## src/core/gtu_defines.vh

```
// Register map, field positions and reset values of the timer unit
`ifndef GTU_DEFINES_VH
`define GTU_DEFINES_VH
// Register word indexes, byte address = index * 4
`define GTU_IDX_CTL0 6'h00
`define GTU_IDX_CNT0 6'h05
`define GTU_IDX_CAPTURE_RELOAD_REG 6'h0A
`define GTU_IDX_CRCTL 6'h0B
`define GTU_IDX_STAT 6'h0C
// Timer control fields
`define GTU_F_MODE 1:0
`define GTU_F_RUN 2
`define GTU_F_DOWN 3
`define GTU_F_EXTDIR 4
`define GTU_F_GPOL 5
`define GTU_F_EDGE 7:6
`define GTU_F_PS 10:8
`define GTU_F_OUTEN 11
`define GTU_F_AUXFN 13:12
`define GTU_F_RLSEL 15:14
// Basic modes
`define GTU_MODE_TIMER 2'h0
`define GTU_MODE_GATED 2'h1
`define GTU_MODE_COUNT 2'h2
`define GTU_MODE_ENC 2'h3
// Auxiliary timer roles
`define GTU_AUX_NONE 2'h0
`define GTU_AUX_RELOAD 2'h1
`define GTU_AUX_CAPTURE 2'h2
`define GTU_AUX_CHAIN 2'h3
// Capture/reload control fields
`define GTU_F_CAPSRC 1:0
`define GTU_F_CAPEDGE 3:2
`define GTU_F_CLR 4
`define GTU_F_RLWRAP 5
// Reset values
`define GTU_RST_CTL 16'h0000
`define GTU_RST_CRCTL 16'h0000
// Finest resolution in system clocks, as log2
`define GTU_M1_MIN_LOG2 4'h2
`define GTU_M2_MIN_LOG2 4'h1
`endif

```

## src/core/gtu_timer.v

```verilog
// One 16-bit up/down timer with load and wrap detection
`timescale 1ns/1ps
module gtu_timer #(
  parameter W = 16
) (
  input wire sys_clk_i,
  input wire reset_n_i,
  input wire ce_i,
  input wire wr_i,
  input wire [W-1:0] wr_val_i,
  input wire load_i,
  input wire [W-1:0] load_val_i,
  input wire cnt_en_i,
  input wire up_i,
  output wire [W-1:0] value_o,
  output wire wrap_o
);
  reg [W-1:0] value_q;
  wire [W-1:0] one;

  assign one = {{(W-1){1'b0}}, 1'b1};
  assign value_o = value_q;
  assign wrap_o = cnt_en_i & (up_i ? (&value_q) : ~(|value_q));

  always @(posedge sys_clk_i)
  begin
    if (!reset_n_i)
      value_q <= {W{1'b0}};
    else if (ce_i)
    begin
      // Software write beats hardware load, load beats counting
      if (wr_i)
        value_q <= wr_val_i;
      else if (load_i)
        value_q <= load_val_i;
      else if (cnt_en_i)
        value_q <= up_i ? value_q + one : value_q - one;
    end
  end
endmodule

```

## src/core/gtu_top.v

```verilog
// Five-timer general purpose timer unit with Wishbone register access
//
// Our own choices: the address map and register access over Wishbone.
`timescale 1ns/1ps
`include "gtu_defines.vh"
module gtu_top (
  input wire sys_clk_i,
  input wire reset_n_i,
  input wire ce_i,
  input wire wb_cyc_i,
  input wire wb_stb_i,
  input wire wb_we_i,
  input wire [7:0] wb_adr_i,
  input wire [3:0] wb_sel_i,
  input wire [31:0] wb_dat_i,
  output reg [31:0] wb_dat_o,
  output reg wb_ack_o,
  input wire [4:0] timer_input_pin_i,
  input wire [3:0] timer_dir_pin_i,
  input wire capture_trigger_pin_i,
  output wire core_a_toggle_out_o,
  output wire core_b_toggle_out_o,
  output reg compare_array_timebase_o
);
  localparam NT = 5;
  localparam NP = 10;
  localparam ID_AA = 0;
  localparam ID_CA = 1;
  localparam ID_AB = 2;
  localparam ID_AC = 3;
  localparam ID_CB = 4;

  // Pin vector: inputs 0..4, direction 5..8, capture 9
  wire [NP-1:0] pin_raw;
  reg [NP-1:0] pin_m_q;
  reg [NP-1:0] pin_s_q;
  reg [NP-1:0] pin_d_q;

  reg [16*NT-1:0] ctl_q;
  reg [15:0] crctl_q;
  reg [15:0] capture_reload_reg_q;
  reg [NT-1:0] wrap_flag_q;
  reg latch_a_q;
  reg latch_b_q;
  reg [9:0] pre_q;

  wire [16*NT-1:0] val_w;
  wire [NT-1:0] wrap_w;
  wire [NT-1:0] cnt_en_w;
  wire [NT-1:0] up_w;
  wire [NT-1:0] load_w;
  wire [16*NT-1:0] load_val_w;
  wire [NT-1:0] wr_cnt_w;
  wire [NT-1:0] pin_ev_w;

  wire req;
  wire wr_stb;
  wire [5:0] idx;
  wire [15:0] wr_word;
  wire [5:0] cnt_off;

  function edge_hit;
    input cur;
    input prev;
    input [1:0] sel;
    begin
      case (sel)
        2'h0: edge_hit = cur & ~prev;
        2'h1: edge_hit = ~cur & prev;
        2'h2: edge_hit = cur ^ prev;
        default: edge_hit = 1'b0;
      endcase
    end
  endfunction

  // True once per 2^n system clocks
  function ptick;
    input [9:0] c;
    input [3:0] n;
    reg [9:0] m;
    begin
      m = ~(10'h3FF << n);
      ptick = ((c & m) == m);
    end
  endfunction

  function [15:0] merge16;
    input [15:0] old;
    input [15:0] nw;
    input [1:0] sel;
    begin
      merge16 = {sel[1] ? nw[15:8] : old[15:8], sel[0] ? nw[7:0] : old[7:0]};
    end
  endfunction

  assign pin_raw = {capture_trigger_pin_i, timer_dir_pin_i, timer_input_pin_i};

  always @(posedge sys_clk_i)
  begin
    if (!reset_n_i)
    begin
      pin_m_q <= {NP{1'b0}};
      pin_s_q <= {NP{1'b0}};
      pin_d_q <= {NP{1'b0}};
    end
    else if (ce_i)
    begin
      pin_m_q <= pin_raw;
      pin_s_q <= pin_m_q;
      pin_d_q <= pin_s_q;
    end
  end

  // Shared prescaler counter, each timer taps its own length
  always @(posedge sys_clk_i)
  begin
    if (!reset_n_i)
      pre_q <= 10'h000;
    else if (ce_i)
      pre_q <= pre_q + 10'h001;
  end

  // Wishbone classic: ack one cycle after strobe, then drop
  assign req = wb_cyc_i & wb_stb_i & ~wb_ack_o;
  assign wr_stb = req & wb_we_i;
  assign idx = wb_adr_i[7:2];
  assign wr_word = wb_dat_i[15:0];
  // Narrow offset, a 32-bit subtraction would index out of range
  assign cnt_off = idx - `GTU_IDX_CNT0;

  always @(posedge sys_clk_i)
  begin
    if (!reset_n_i)
    begin
      wb_ack_o <= 1'b0;
      wb_dat_o <= 32'h00000000;
    end
    else if (ce_i)
    begin
      wb_ack_o <= req;
      if (req & ~wb_we_i)
      begin
        wb_dat_o <= 32'h00000000;
        if (idx < `GTU_IDX_CNT0)
          wb_dat_o[15:0] <= ctl_q[16*idx[2:0] +: 16];
        else if (idx < `GTU_IDX_CAPTURE_RELOAD_REG)
          wb_dat_o[15:0] <= val_w[16*cnt_off[2:0] +: 16];
        else if (idx == `GTU_IDX_CAPTURE_RELOAD_REG)
          wb_dat_o[15:0] <= capture_reload_reg_q;
        else if (idx == `GTU_IDX_CRCTL)
          wb_dat_o[15:0] <= crctl_q;
        else if (idx == `GTU_IDX_STAT)
          wb_dat_o[6:0] <= {latch_b_q, latch_a_q, wrap_flag_q};
      end
    end
  end

  // Control registers; unmapped writes are acknowledged and dropped
  always @(posedge sys_clk_i)
  begin : ctl_regs
    integer k;
    if (!reset_n_i)
    begin
      ctl_q <= {NT{`GTU_RST_CTL}};
      crctl_q <= `GTU_RST_CRCTL;
    end
    else if (ce_i & wr_stb)
    begin
      for (k = 0; k < NT; k = k + 1)
        if (idx == k)
          ctl_q[16*k +: 16] <= merge16(ctl_q[16*k +: 16], wr_word, wb_sel_i[1:0]);
      if (idx == `GTU_IDX_CRCTL)
        crctl_q <= merge16(crctl_q, wr_word, wb_sel_i[1:0]);
    end
  end

  // Sticky wrap flags, write one to clear; a new wrap beats the clear
  always @(posedge sys_clk_i)
  begin
    if (!reset_n_i)
      wrap_flag_q <= {NT{1'b0}};
    else if (ce_i)
    begin
      if (wr_stb && idx == `GTU_IDX_STAT && wb_sel_i[0])
        wrap_flag_q <= (wrap_flag_q & ~wr_word[NT-1:0]) | wrap_w;
      else
        wrap_flag_q <= wrap_flag_q | wrap_w;
    end
  end

  // Toggle latches and timebase tick
  wire la_rise;
  wire la_fall;
  wire lb_rise;
  wire lb_fall;
  assign la_rise = wrap_w[ID_CA] & ~latch_a_q;
  assign la_fall = wrap_w[ID_CA] & latch_a_q;
  assign lb_rise = wrap_w[ID_CB] & ~latch_b_q;
  assign lb_fall = wrap_w[ID_CB] & latch_b_q;

  always @(posedge sys_clk_i)
  begin
    if (!reset_n_i)
    begin
      latch_a_q <= 1'b0;
      latch_b_q <= 1'b0;
      compare_array_timebase_o <= 1'b0;
    end
    else if (ce_i)
    begin
      if (wrap_w[ID_CA])
        latch_a_q <= ~latch_a_q;
      if (wrap_w[ID_CB])
        latch_b_q <= ~latch_b_q;
      compare_array_timebase_o <= wrap_w[ID_CB];
    end
  end

  // Latch outputs only when enabled on the core timer
  assign core_a_toggle_out_o = latch_a_q & ctl_q[16*ID_CA + `GTU_F_OUTEN];
  assign core_b_toggle_out_o = latch_b_q & ctl_q[16*ID_CB + `GTU_F_OUTEN];

  genvar i;
  generate
    for (i = 0; i < NT; i = i + 1)
    begin : g_tmr
      wire [15:0] c;
      wire m1;
      wire has_dir;
      wire pin_l;
      wire dir_l;
      wire dir_ev;
      wire pin_chg;
      wire tick;
      wire gate;
      wire chain_ev;
      wire lat_r;
      wire lat_f;
      reg en;
      reg up;

      assign c = ctl_q[16*i +: 16];
      assign m1 = (i < ID_AC);
      // aux C has no direction pin
      assign has_dir = (i != ID_AC);
      assign pin_l = pin_s_q[i];
      assign dir_l = has_dir ? pin_s_q[(i == ID_CB) ? 8 : 5 + i] : 1'b0;
      assign dir_ev = has_dir ? (pin_s_q[(i == ID_CB) ? 8 : 5 + i]
                               ^ pin_d_q[(i == ID_CB) ? 8 : 5 + i]) : 1'b0;
      assign pin_chg = pin_s_q[i] ^ pin_d_q[i];
      assign pin_ev_w[i] = edge_hit(pin_s_q[i], pin_d_q[i], c[`GTU_F_EDGE]);
      // first module divides by at least four
      // second module divides by at least two
      assign tick = ptick(pre_q, (m1 ? `GTU_M1_MIN_LOG2 : `GTU_M2_MIN_LOG2)
                                 + {1'b0, c[`GTU_F_PS]});
      assign gate = pin_l ^ c[`GTU_F_GPOL];
      assign lat_r = m1 ? la_rise : lb_rise;
      assign lat_f = m1 ? la_fall : lb_fall;
      assign chain_ev = edge_hit(lat_r, lat_f, c[`GTU_F_EDGE]);

      always @*
      begin
        en = 1'b0;
        up = ~(c[`GTU_F_DOWN] ^ (c[`GTU_F_EXTDIR] & dir_l));
        case (c[`GTU_F_MODE])
          `GTU_MODE_TIMER: en = tick;
          `GTU_MODE_GATED: en = tick & gate;
          `GTU_MODE_COUNT: en = pin_ev_w[i];
          `GTU_MODE_ENC:
          begin
            // quadrature decode, second module has none
            en = m1 & (pin_chg | dir_ev);
            up = pin_chg ? (pin_l ^ dir_l) : ~(pin_l ^ dir_l);
          end
          default: en = 1'b0;
        endcase
        if (i != ID_CA && i != ID_CB)
        begin
          case (c[`GTU_F_AUXFN])
            `GTU_AUX_NONE: en = en;
            // capture or reload role stops the timer
            `GTU_AUX_RELOAD: en = 1'b0;
            `GTU_AUX_CAPTURE: en = 1'b0;
            // aux C clocked by core B latch, aux A and B by core A latch
            `GTU_AUX_CHAIN: en = chain_ev;
            default: en = 1'b0;
          endcase
        end
      end

      assign cnt_en_w[i] = c[`GTU_F_RUN] & en;
      assign up_w[i] = up;
      assign wr_cnt_w[i] = wr_stb && (idx == `GTU_IDX_CNT0 + i);

      gtu_timer #(
        .W(16)
      ) u_tmr (
        .sys_clk_i(sys_clk_i),
        .reset_n_i(reset_n_i),
        .ce_i(ce_i),
        .wr_i(wr_cnt_w[i]),
        .wr_val_i(merge16(val_w[16*i +: 16], wr_word, wb_sel_i[1:0])),
        .load_i(load_w[i]),
        .load_val_i(load_val_w[16*i +: 16]),
        .cnt_en_i(cnt_en_w[i]),
        .up_i(up_w[i]),
        .value_o(val_w[16*i +: 16]),
        .wrap_o(wrap_w[i])
      );
    end
  endgenerate

  // Reload triggers of aux A and B
  function rl_trig;
    input [15:0] c;
    input pe;
    begin
      if (c[`GTU_F_AUXFN] != `GTU_AUX_RELOAD)
        rl_trig = 1'b0;
      else
      begin
        case (c[`GTU_F_RLSEL])
          2'h0: rl_trig = pe;
          2'h1: rl_trig = la_rise;
          2'h2: rl_trig = la_fall;
          default: rl_trig = 1'b0;
        endcase
      end
    end
  endfunction

  wire [15:0] c_aa;
  wire [15:0] c_ab;
  wire rl_a;
  wire rl_b;
  wire cap_a;
  wire cap_b;
  assign c_aa = ctl_q[16*ID_AA +: 16];
  assign c_ab = ctl_q[16*ID_AB +: 16];
  // reload by pin or latch edge
  assign rl_a = rl_trig(c_aa, pin_ev_w[ID_AA]);
  assign rl_b = rl_trig(c_ab, pin_ev_w[ID_AB]);
  assign cap_a = (c_aa[`GTU_F_AUXFN] == `GTU_AUX_CAPTURE) & pin_ev_w[ID_AA];
  assign cap_b = (c_ab[`GTU_F_AUXFN] == `GTU_AUX_CAPTURE) & pin_ev_w[ID_AB];

  // Second module capture source
  wire cap_pin_ev;
  wire ca_in_chg;
  wire ca_dir_chg;
  reg cr_ev;
  assign cap_pin_ev = edge_hit(pin_s_q[9], pin_d_q[9], crctl_q[`GTU_F_CAPEDGE]);
  assign ca_in_chg = pin_s_q[ID_CA] ^ pin_d_q[ID_CA];
  assign ca_dir_chg = pin_s_q[6] ^ pin_d_q[6];

  always @*
  begin
    // capture pin or core A pins as capture source
    case (crctl_q[`GTU_F_CAPSRC])
      2'h0: cr_ev = cap_pin_ev;
      2'h1: cr_ev = ca_in_chg;
      2'h2: cr_ev = ca_dir_chg;
      2'h3: cr_ev = ca_in_chg | ca_dir_chg;
      default: cr_ev = 1'b0;
    endcase
  end

  always @(posedge sys_clk_i)
  begin
    if (!reset_n_i)
      capture_reload_reg_q <= 16'h0000;
    else if (ce_i)
    begin
      if (cr_ev)
        capture_reload_reg_q <= val_w[16*ID_AC +: 16];
      else if (wr_stb && idx == `GTU_IDX_CAPTURE_RELOAD_REG)
        capture_reload_reg_q <= merge16(capture_reload_reg_q, wr_word, wb_sel_i[1:0]);
    end
  end

  // aux A wins if both fire at once; opposite edges alternate
  assign load_w[ID_CA] = rl_a | rl_b;
  assign load_val_w[16*ID_CA +: 16] = rl_a ? val_w[16*ID_AA +: 16] : val_w[16*ID_AB +: 16];
  assign load_w[ID_AA] = cap_a;
  assign load_val_w[16*ID_AA +: 16] = val_w[16*ID_CA +: 16];
  assign load_w[ID_AB] = cap_b;
  assign load_val_w[16*ID_AB +: 16] = val_w[16*ID_CA +: 16];
  assign load_w[ID_AC] = cr_ev & crctl_q[`GTU_F_CLR];
  assign load_val_w[16*ID_AC +: 16] = 16'h0000;
  assign load_w[ID_CB] = wrap_w[ID_CB] & crctl_q[`GTU_F_RLWRAP];
  assign load_val_w[16*ID_CB +: 16] = capture_reload_reg_q;
endmodule

```

## config.mk

```make
export PLATFORM = sky130hd
export DESIGN_NAME = gtu_top
export DESIGN_NICKNAME = d
export VERILOG_FILES = /design/src/core/gtu_timer.v /design/src/core/gtu_top.v
export VERILOG_INCLUDE_DIRS = /design/src /design/src/core
export SDC_FILE = /design/constraint.sdc
export NUM_CORES = 1
export LEC_CHECK = 0
export ABC_AREA = 1
export BUFFER_PORTS_ARGS = -buffer_cell sky130_fd_sc_hd__buf_2
export CORE_MARGIN = 5
export CORE_UTILIZATION = 45
export DETAILED_ROUTE_END_ITERATION = 16
export GPL_TIMING_DRIVEN = 0
export PLACE_DENSITY = 0.64
export SYNTH_ARGS = -nofsm -noshare
export SYNTH_HDL_FRONTEND = slang
export SYNTH_SLANG_ARGS = --single-unit
```

## constraint.sdc

```tcl
create_clock -name sys_clk_i -period 10.15 [get_ports sys_clk_i]
set_clock_uncertainty 0.15 [all_clocks]
set_input_delay 0 -clock sys_clk_i [delete_from_list [all_inputs] [get_ports sys_clk_i]]
set_output_delay 0 -clock sys_clk_i [all_outputs]
set_load 0.05 [all_outputs]
```

## Word level (Yosys, flattened, before mapping)

Index checks and enable logic that the tools add are counted.

| storage, ports and cells | value |
|---|---|
| register bits | 257 |

| operators by class | value |
|---|---|
| $add $sub $neg | 17 |
| $lt $le $gt $ge | 2 |
| eq/ne operators | 72 |
| shifts and indexed selects | 7 |
| mux-type cells | 69 |
| bitwise logic cells | 126 |
| reduce and logical (&&, ||, !) cells | 74 |

Operators by type and width:

| cell | number |
|---|---|
| $mux W16 | 26 |
| $shiftx A80 B8 Y16 | 2 |
| $add A16 B1 Y16 const B | 5 |
| $reduce_and A16 Y1 | 5 |
| $reduce_or A16 Y1 | 5 |
| $sub A16 B1 Y16 const B | 5 |
| $reduce_and A3 Y1 | 24 |
| $eq A2 B2 Y1 const B | 26 |
| $and A1 B1 Y1 | 50 |
| $and A10 B10 Y10 | 5 |
| $eq A10 B10 Y1 | 5 |
| $not A10 Y10 | 5 |
| $shl A10 B4 Y10 const A | 5 |
| $pmux W1 S3 | 14 |
| $eq A2 B1 Y1 const B | 17 |
| $logic_not A2 Y1 | 17 |
| $not A1 Y1 | 34 |
| $eq A6 B4 Y1 const B | 5 |
| $eq A6 B3 Y1 const B | 4 |
| $pmux W1 S4 | 6 |
| $xor A1 B1 Y1 | 24 |
| $ne A2 B2 Y1 const B | 10 |
| $mux W1 | 17 |
| $mux W8 | 2 |
| 22 further kinds | 49 |

## Depth between registers and ports, before layout

| depth | value |
|---|---|
| depth in word-level cells | 18 |
| depth in mapped cells | 23 |

## Cells and area by module

Synthesis repeated with hierarchy kept, for this count alone.

| unflattened totals | value |
|---|---|
| cells, all modules | 3434 |
| area, all modules | 20714.9 um^2 |

By module, submodules not included:

| module | instances | cells an instance | area each (um^2) | sequential area each (um^2) |
|---|---|---|---|---|
| gtu_top | 1 | 1844 | 11405.9 | 3523.4 |
| gtu_timer | 5 | 318 | 1861.8 | 320.3 |

## Worst setup path after synthesis

Ideal clock, no wire load.

| timing path | value |
|---|---|
| path type | register to register |
| from | reg pin_s_q[1] |
| to | reg g_tmr[1].u_tmr.value_q[12] |
| library setup time | 0.070 ns |
| arrival time | 3.389 ns |
| required time | 9.930 ns |
| slack | 6.541 ns |
| cell stages (with the launch flop) | 20 |
| period minus slack after synthesis | 3.609 ns |
| cell sequence | dfxtp_1 > inv_1 > ha_1 > inv_1 > nand2_1 > nand3_1 > nand3_1 > nand2_1 > inv_1 > fa_1 > o31ai_1 > nand2_1 > o211ai_1 > a21boi_0 > o21ai_0 > xor2_1 > nand2_1 > nand3_1 > nand2_1 > a21oi_1 |

| on the way | value |
|---|---|
| word-level cells in the longest chain between the ends | 12 |

RTL lines:

| what | line | RTL |
|---|---|---|
| start: declaration | gtu_top.v:36 | `reg [NP-1:0] pin_s_q;` |
| start signal: assignment | gtu_top.v:103 | `pin_s_q <= {NP{1'b0}};` |
| start signal: assignment | gtu_top.v:109 | `pin_s_q <= pin_m_q;` |
| $not A1 Y1 or $xor A1 B1 Y1 (tied branches) | gtu_top.v:69, gtu_top.v:273 |  |
| $and A1 B1 Y1 or $not A1 Y1 (tied branches) | gtu_top.v:69, gtu_top.v:273 |  |
| $pmux W1 S3 or $mux W1 (tied branches) | gtu_top.v:67, gtu_top.v:273 |  |
| $pmux W1 S4 or $mux W1 (tied branches) | gtu_top.v:265 | `` case (c[`GTU_F_MODE]) `` |
| $and A1 B1 Y1 or $mux W1 (tied branches) | gtu_top.v:291, gtu_timer.v:23 |  |
| $and A1 B1 Y1 | gtu_timer.v:23 | `assign wrap_o = cnt_en_i & (up_i ? (&value_q) : ~(\|value_q));` |
| $and A1 B1 Y1, on equally long branches | gtu_top.v:197, gtu_top.v:196 |  |
| $pmux W1 S3 | gtu_top.v:322 | `` case (c[`GTU_F_RLSEL]) `` |
| $mux W1 | gtu_top.v:318 | `` if (c[`GTU_F_AUXFN] != `GTU_AUX_RELOAD) `` |
| $or A1 B1 Y1 or $mux W16 (tied branches) | gtu_top.v:381, gtu_top.v:382 |  |
| $reduce_bool A3 Y1 (no source line) or $mux W16 (tied branches) | -- |  |
| $reduce_and A3 Y1 (no source line) or $mux W16 (tied branches) | -- |  |
| end signal: assignment | gtu_timer.v:33 | `value_q <= wr_val_i;` |
| end signal: assignment | gtu_timer.v:35 | `value_q <= load_val_i;` |
| end signal: assignment | gtu_timer.v:37 | `value_q <= up_i ? value_q + one : value_q - one;` |
| end: declaration | gtu_timer.v:18 | `reg [W-1:0] value_q;` |

Several ways; a longest one is shown, not always the timed one. The select of a mux whose other input is x is not followed.
A chain may end at the register's enable or synchronous reset.

## Worst setup path after layout

Ends and elaborated chain as after synthesis.

==> results.cfg <==
[logic_synthesis]
synthDistinctLibCells = 59
synthMostInstantiatedCell = nand2_1
synth_top_area_share_pct = 27.9
async_flop_share_pct = 0
seq_area_frac_synth_pct = 27.9
syn_inst = 2828
synth_top_flop_cell = dfxtp_1
synth_edf_count = 0
synth_area_per_cell_sq_um = 6.49
yosysWarnings = 0
syn_area_sq_mm = 0.0183
synthTopCellsByCount = nand2_1, o21ai_0, a21oi_1
synth_area_leader_cell = dfxtp_1
synth_area_leaders = dfxtp_1, nand2_1, o21ai_0
synth_seq_cells = 256

[grt]
grt_max_degree = 19
track_usage_pct = 36.5
grt_overflow = 0
grt_pass1_vias = 19400
antenna_found_initial = 4
grt_pass1_wl_mm = 124

[drt]
drt_pass1_iterations = 8
wl_per_cell_um = 24.2
routed_via_density = 6.10
vias = 21500
wirelength_mm = 85.6
drtIter0Drc = 2767
drc = 0
antenna_left = 0

[cts]
cts-root-buf = clkbuf_16
numClockSinks = 256
cts_setup_buffers = 0
clk_latency_ns = 0.59
numCtsBuffers = 31
clkTransAtPathRegs_ns = 0.07
h-tree-depth = 1
cts_tree = yes
clockBufferDepth = 3

[worst_setup_path]
crit_required_ns = 10.52
critical_path.top_delay_family = simple AND/OR/NAND/NOR gates
critical_path_buf_inv_count = 3
slowest_stage = nand2_1
worstPathMaxFanout = 16
cp-end-kind = flop
rrSetupSlack_ns = 5.50
crit_path_cell_trace = inv_1 -> ha_1 -> inv_1 -> nand2_1 -> nand2_1 -> nand2_1 -> nand3_1 -> nand2_1 -> inv_1 -> fa_1 -> o31ai_1 -> nand2_1 -> o211ai_1 -> a21boi_0 -> o21ai_0 -> xor2_1 -> nand2_1 -> nand3_1 -> nand2_1 -> a21oi_1
timing.rr.start = pin_s_q[1]
rr_endpoint = g_tmr[1].u_tmr.value_o[12]
critPathMaxStageDelay_ns = 0.60
r2r_cells = 20
crit_type = flop to flop
cp-start-kind = flop
crit_arrival_ns = 5.01
crit_start = pin_s_q[1]
worst_path_most_repeated_cell = nand2_1

[final_layout]
stdcell_area_sq_mm = 0.0209
syn_to_final_growth_pct = 14.1
drive_gt1_share_pct = 6.47
seq_area_sq_mm = 0.00512
utilization_pct = 51.6
final_nets = 3142
multiInputGateArea_sq_mm = 0.0115
fill_cells = 4178

[die]
die_height_um = 212
initial_core_util_pct = 45.2
rows = 74
ios = 96
core_area_sq_mm = 0.0406
die_x_um = 212
dieArea_sq_mm = 0.0449

[timing]
fmax_mhz = 215
worst_pin_slew_ns = 1.49
hold_viol = 0
final_max_slew_viol_count = 0
max_slew_margin_pct = 0.493
finalCritPeriodShare_pct = 45.8
setup_viol = 0
setup_tns_ns = 0
rsz0062_at_grt = false
layout_min_cycle_time_ns = 4.65

[hold_path]
whs_endpoint = pin_m_q[6]
hold_path.class = input port to flop
worstHoldStart = timer_dir_pin_i[1]
worst_hold_path.num_cells = 4

[pwr]
ir_worst_vdd_mv = 0.141
p_per_area_mw_per_mm2 = 124
leakagePower_nw = 8.82

[flow_run]
drv_cap = 1

[place]
place_area_sq_mm = 0.0194
gp_congestion = 1.02
dp_hpwl_mm = 65.0
io_buffers = 56

[status]
status = complete, but fails checks
violations = capacitance limit
-- repair_timing --
item	CTS	global route
hold endpoints to repair	139	0
hold buffers	41	0
gates resized for setup	0	0
-- metrics by stage --
stage / hold WS [ns] / instances / power, W / setup slack, ns
CTS: 0.00109 / 3530 / 0.00258 / 5.57
global placement: 0.0719 / 3431 / 0.00131 / 5.72
floorplan: -0.0151 / 2843 / 0.00119 / 6.54
finish: 0.0191 / 3533 / 0.00259 / 5.50
detailed placement: 0.0772 / 3432 / 0.00131 / 5.59
global route: 0.0452 / 3530 / 0.00264 / 5.25
-- placed cells by master (no fill, tap or decap), drive strengths merged, types with 8 or more instances in the layout --
cell type and instances:
nand2 539, o21ai 397, a21oi 385, inv 270
dfxtp 256, nor2 225, nand3 146, clkbuf 136
ha 103, buf 101, nand4 57, o211ai 57
dlygate4sd3 41, a31oi 35, xor2 34, nor3 27
clkinv 27, nor4 23, xnor2 19, o22ai 17
conb 16, o31ai 11, or2 10, bufinv 8
-- cell type report --
type | count | share of cell area (%)
Antenna cell | 3 | 0.0359
Clock buffer | 37 | 3.96
Sequential cell | 256 | 24.5
Multi-Input combinational cell | 2156 | 55.1
Buffer | 143 | 3.15
Clock inverter | 20 | 1.52
Timing Repair Buffer | 98 | 3.37
Inverter | 288 | 5.17
Tap cell | 532 | 3.18
-- worst max path at each step --
stage / end / depth (start not counted)
finish: g_tmr[1].u_tmr.value_o[12] / 20
global route: g_tmr[1].u_tmr.value_o[12] / 20
CTS: g_tmr[1].u_tmr.value_o[12] / 20
detailed placement: g_tmr[1].u_tmr.value_o[12] / 20
global placement: g_tmr[1].u_tmr.value_o[12] / 20
floorplan: g_tmr[1].u_tmr.value_o[12] / 19
-- worst min-delay path, delay by kind of cell --
family / cells / cell delay, ns
AND/OR/NAND/NOR: 2 / 0.11
buffers and inverters: 2 / 0.61
-- where the power goes --
group | leakage, nW | internal, W | switching [W]
sequential | 2.07 | 0.00102 | 0.0000147
clock | 0.557 | 0.000784 | 0.000494
combinational | 6.20 | 0.0000681 | 0.000212
-- registers in the layout, indices dropped and copies added (netlist names), 5 cells and up --
name,flops
pre_q,10
wrap_flag_q,5
pin_d_q,9
ctl_q,80
pin_s_q,10
pin_m_q,10
g_tmr.u_tmr.value_o,80
capture_reload_reg_q,16
crctl_q,16
wb_dat_o,16
-- layer usage --
metal / up-vias / track usage [%] / share of wire [%]
met3: 258 / 10.1 / 12
met4: 0 / 17.6 / 5.9
met1: 10000 / 50.0 / 41
met2: 1240 / 53.1 / 41
met5: - / 0 / 0
li1: 10000 / - / -
-- cell families (layout without fill, tap and decap cells) --
logic type,Yosys count,after routing,share of synthesized area (%)
other,1,19,0.0204
flip-flops,256,256,27.9
AO/OA/AOI/OAI,944,944,28.1
XOR/XNOR,53,53,2.53
buffers and inverters,431,586,9.49
AND/OR/NAND/NOR,1035,1035,24.3
adder cells (fa/ha/maj),108,108,7.57
(Power assumes the default switching activity.)
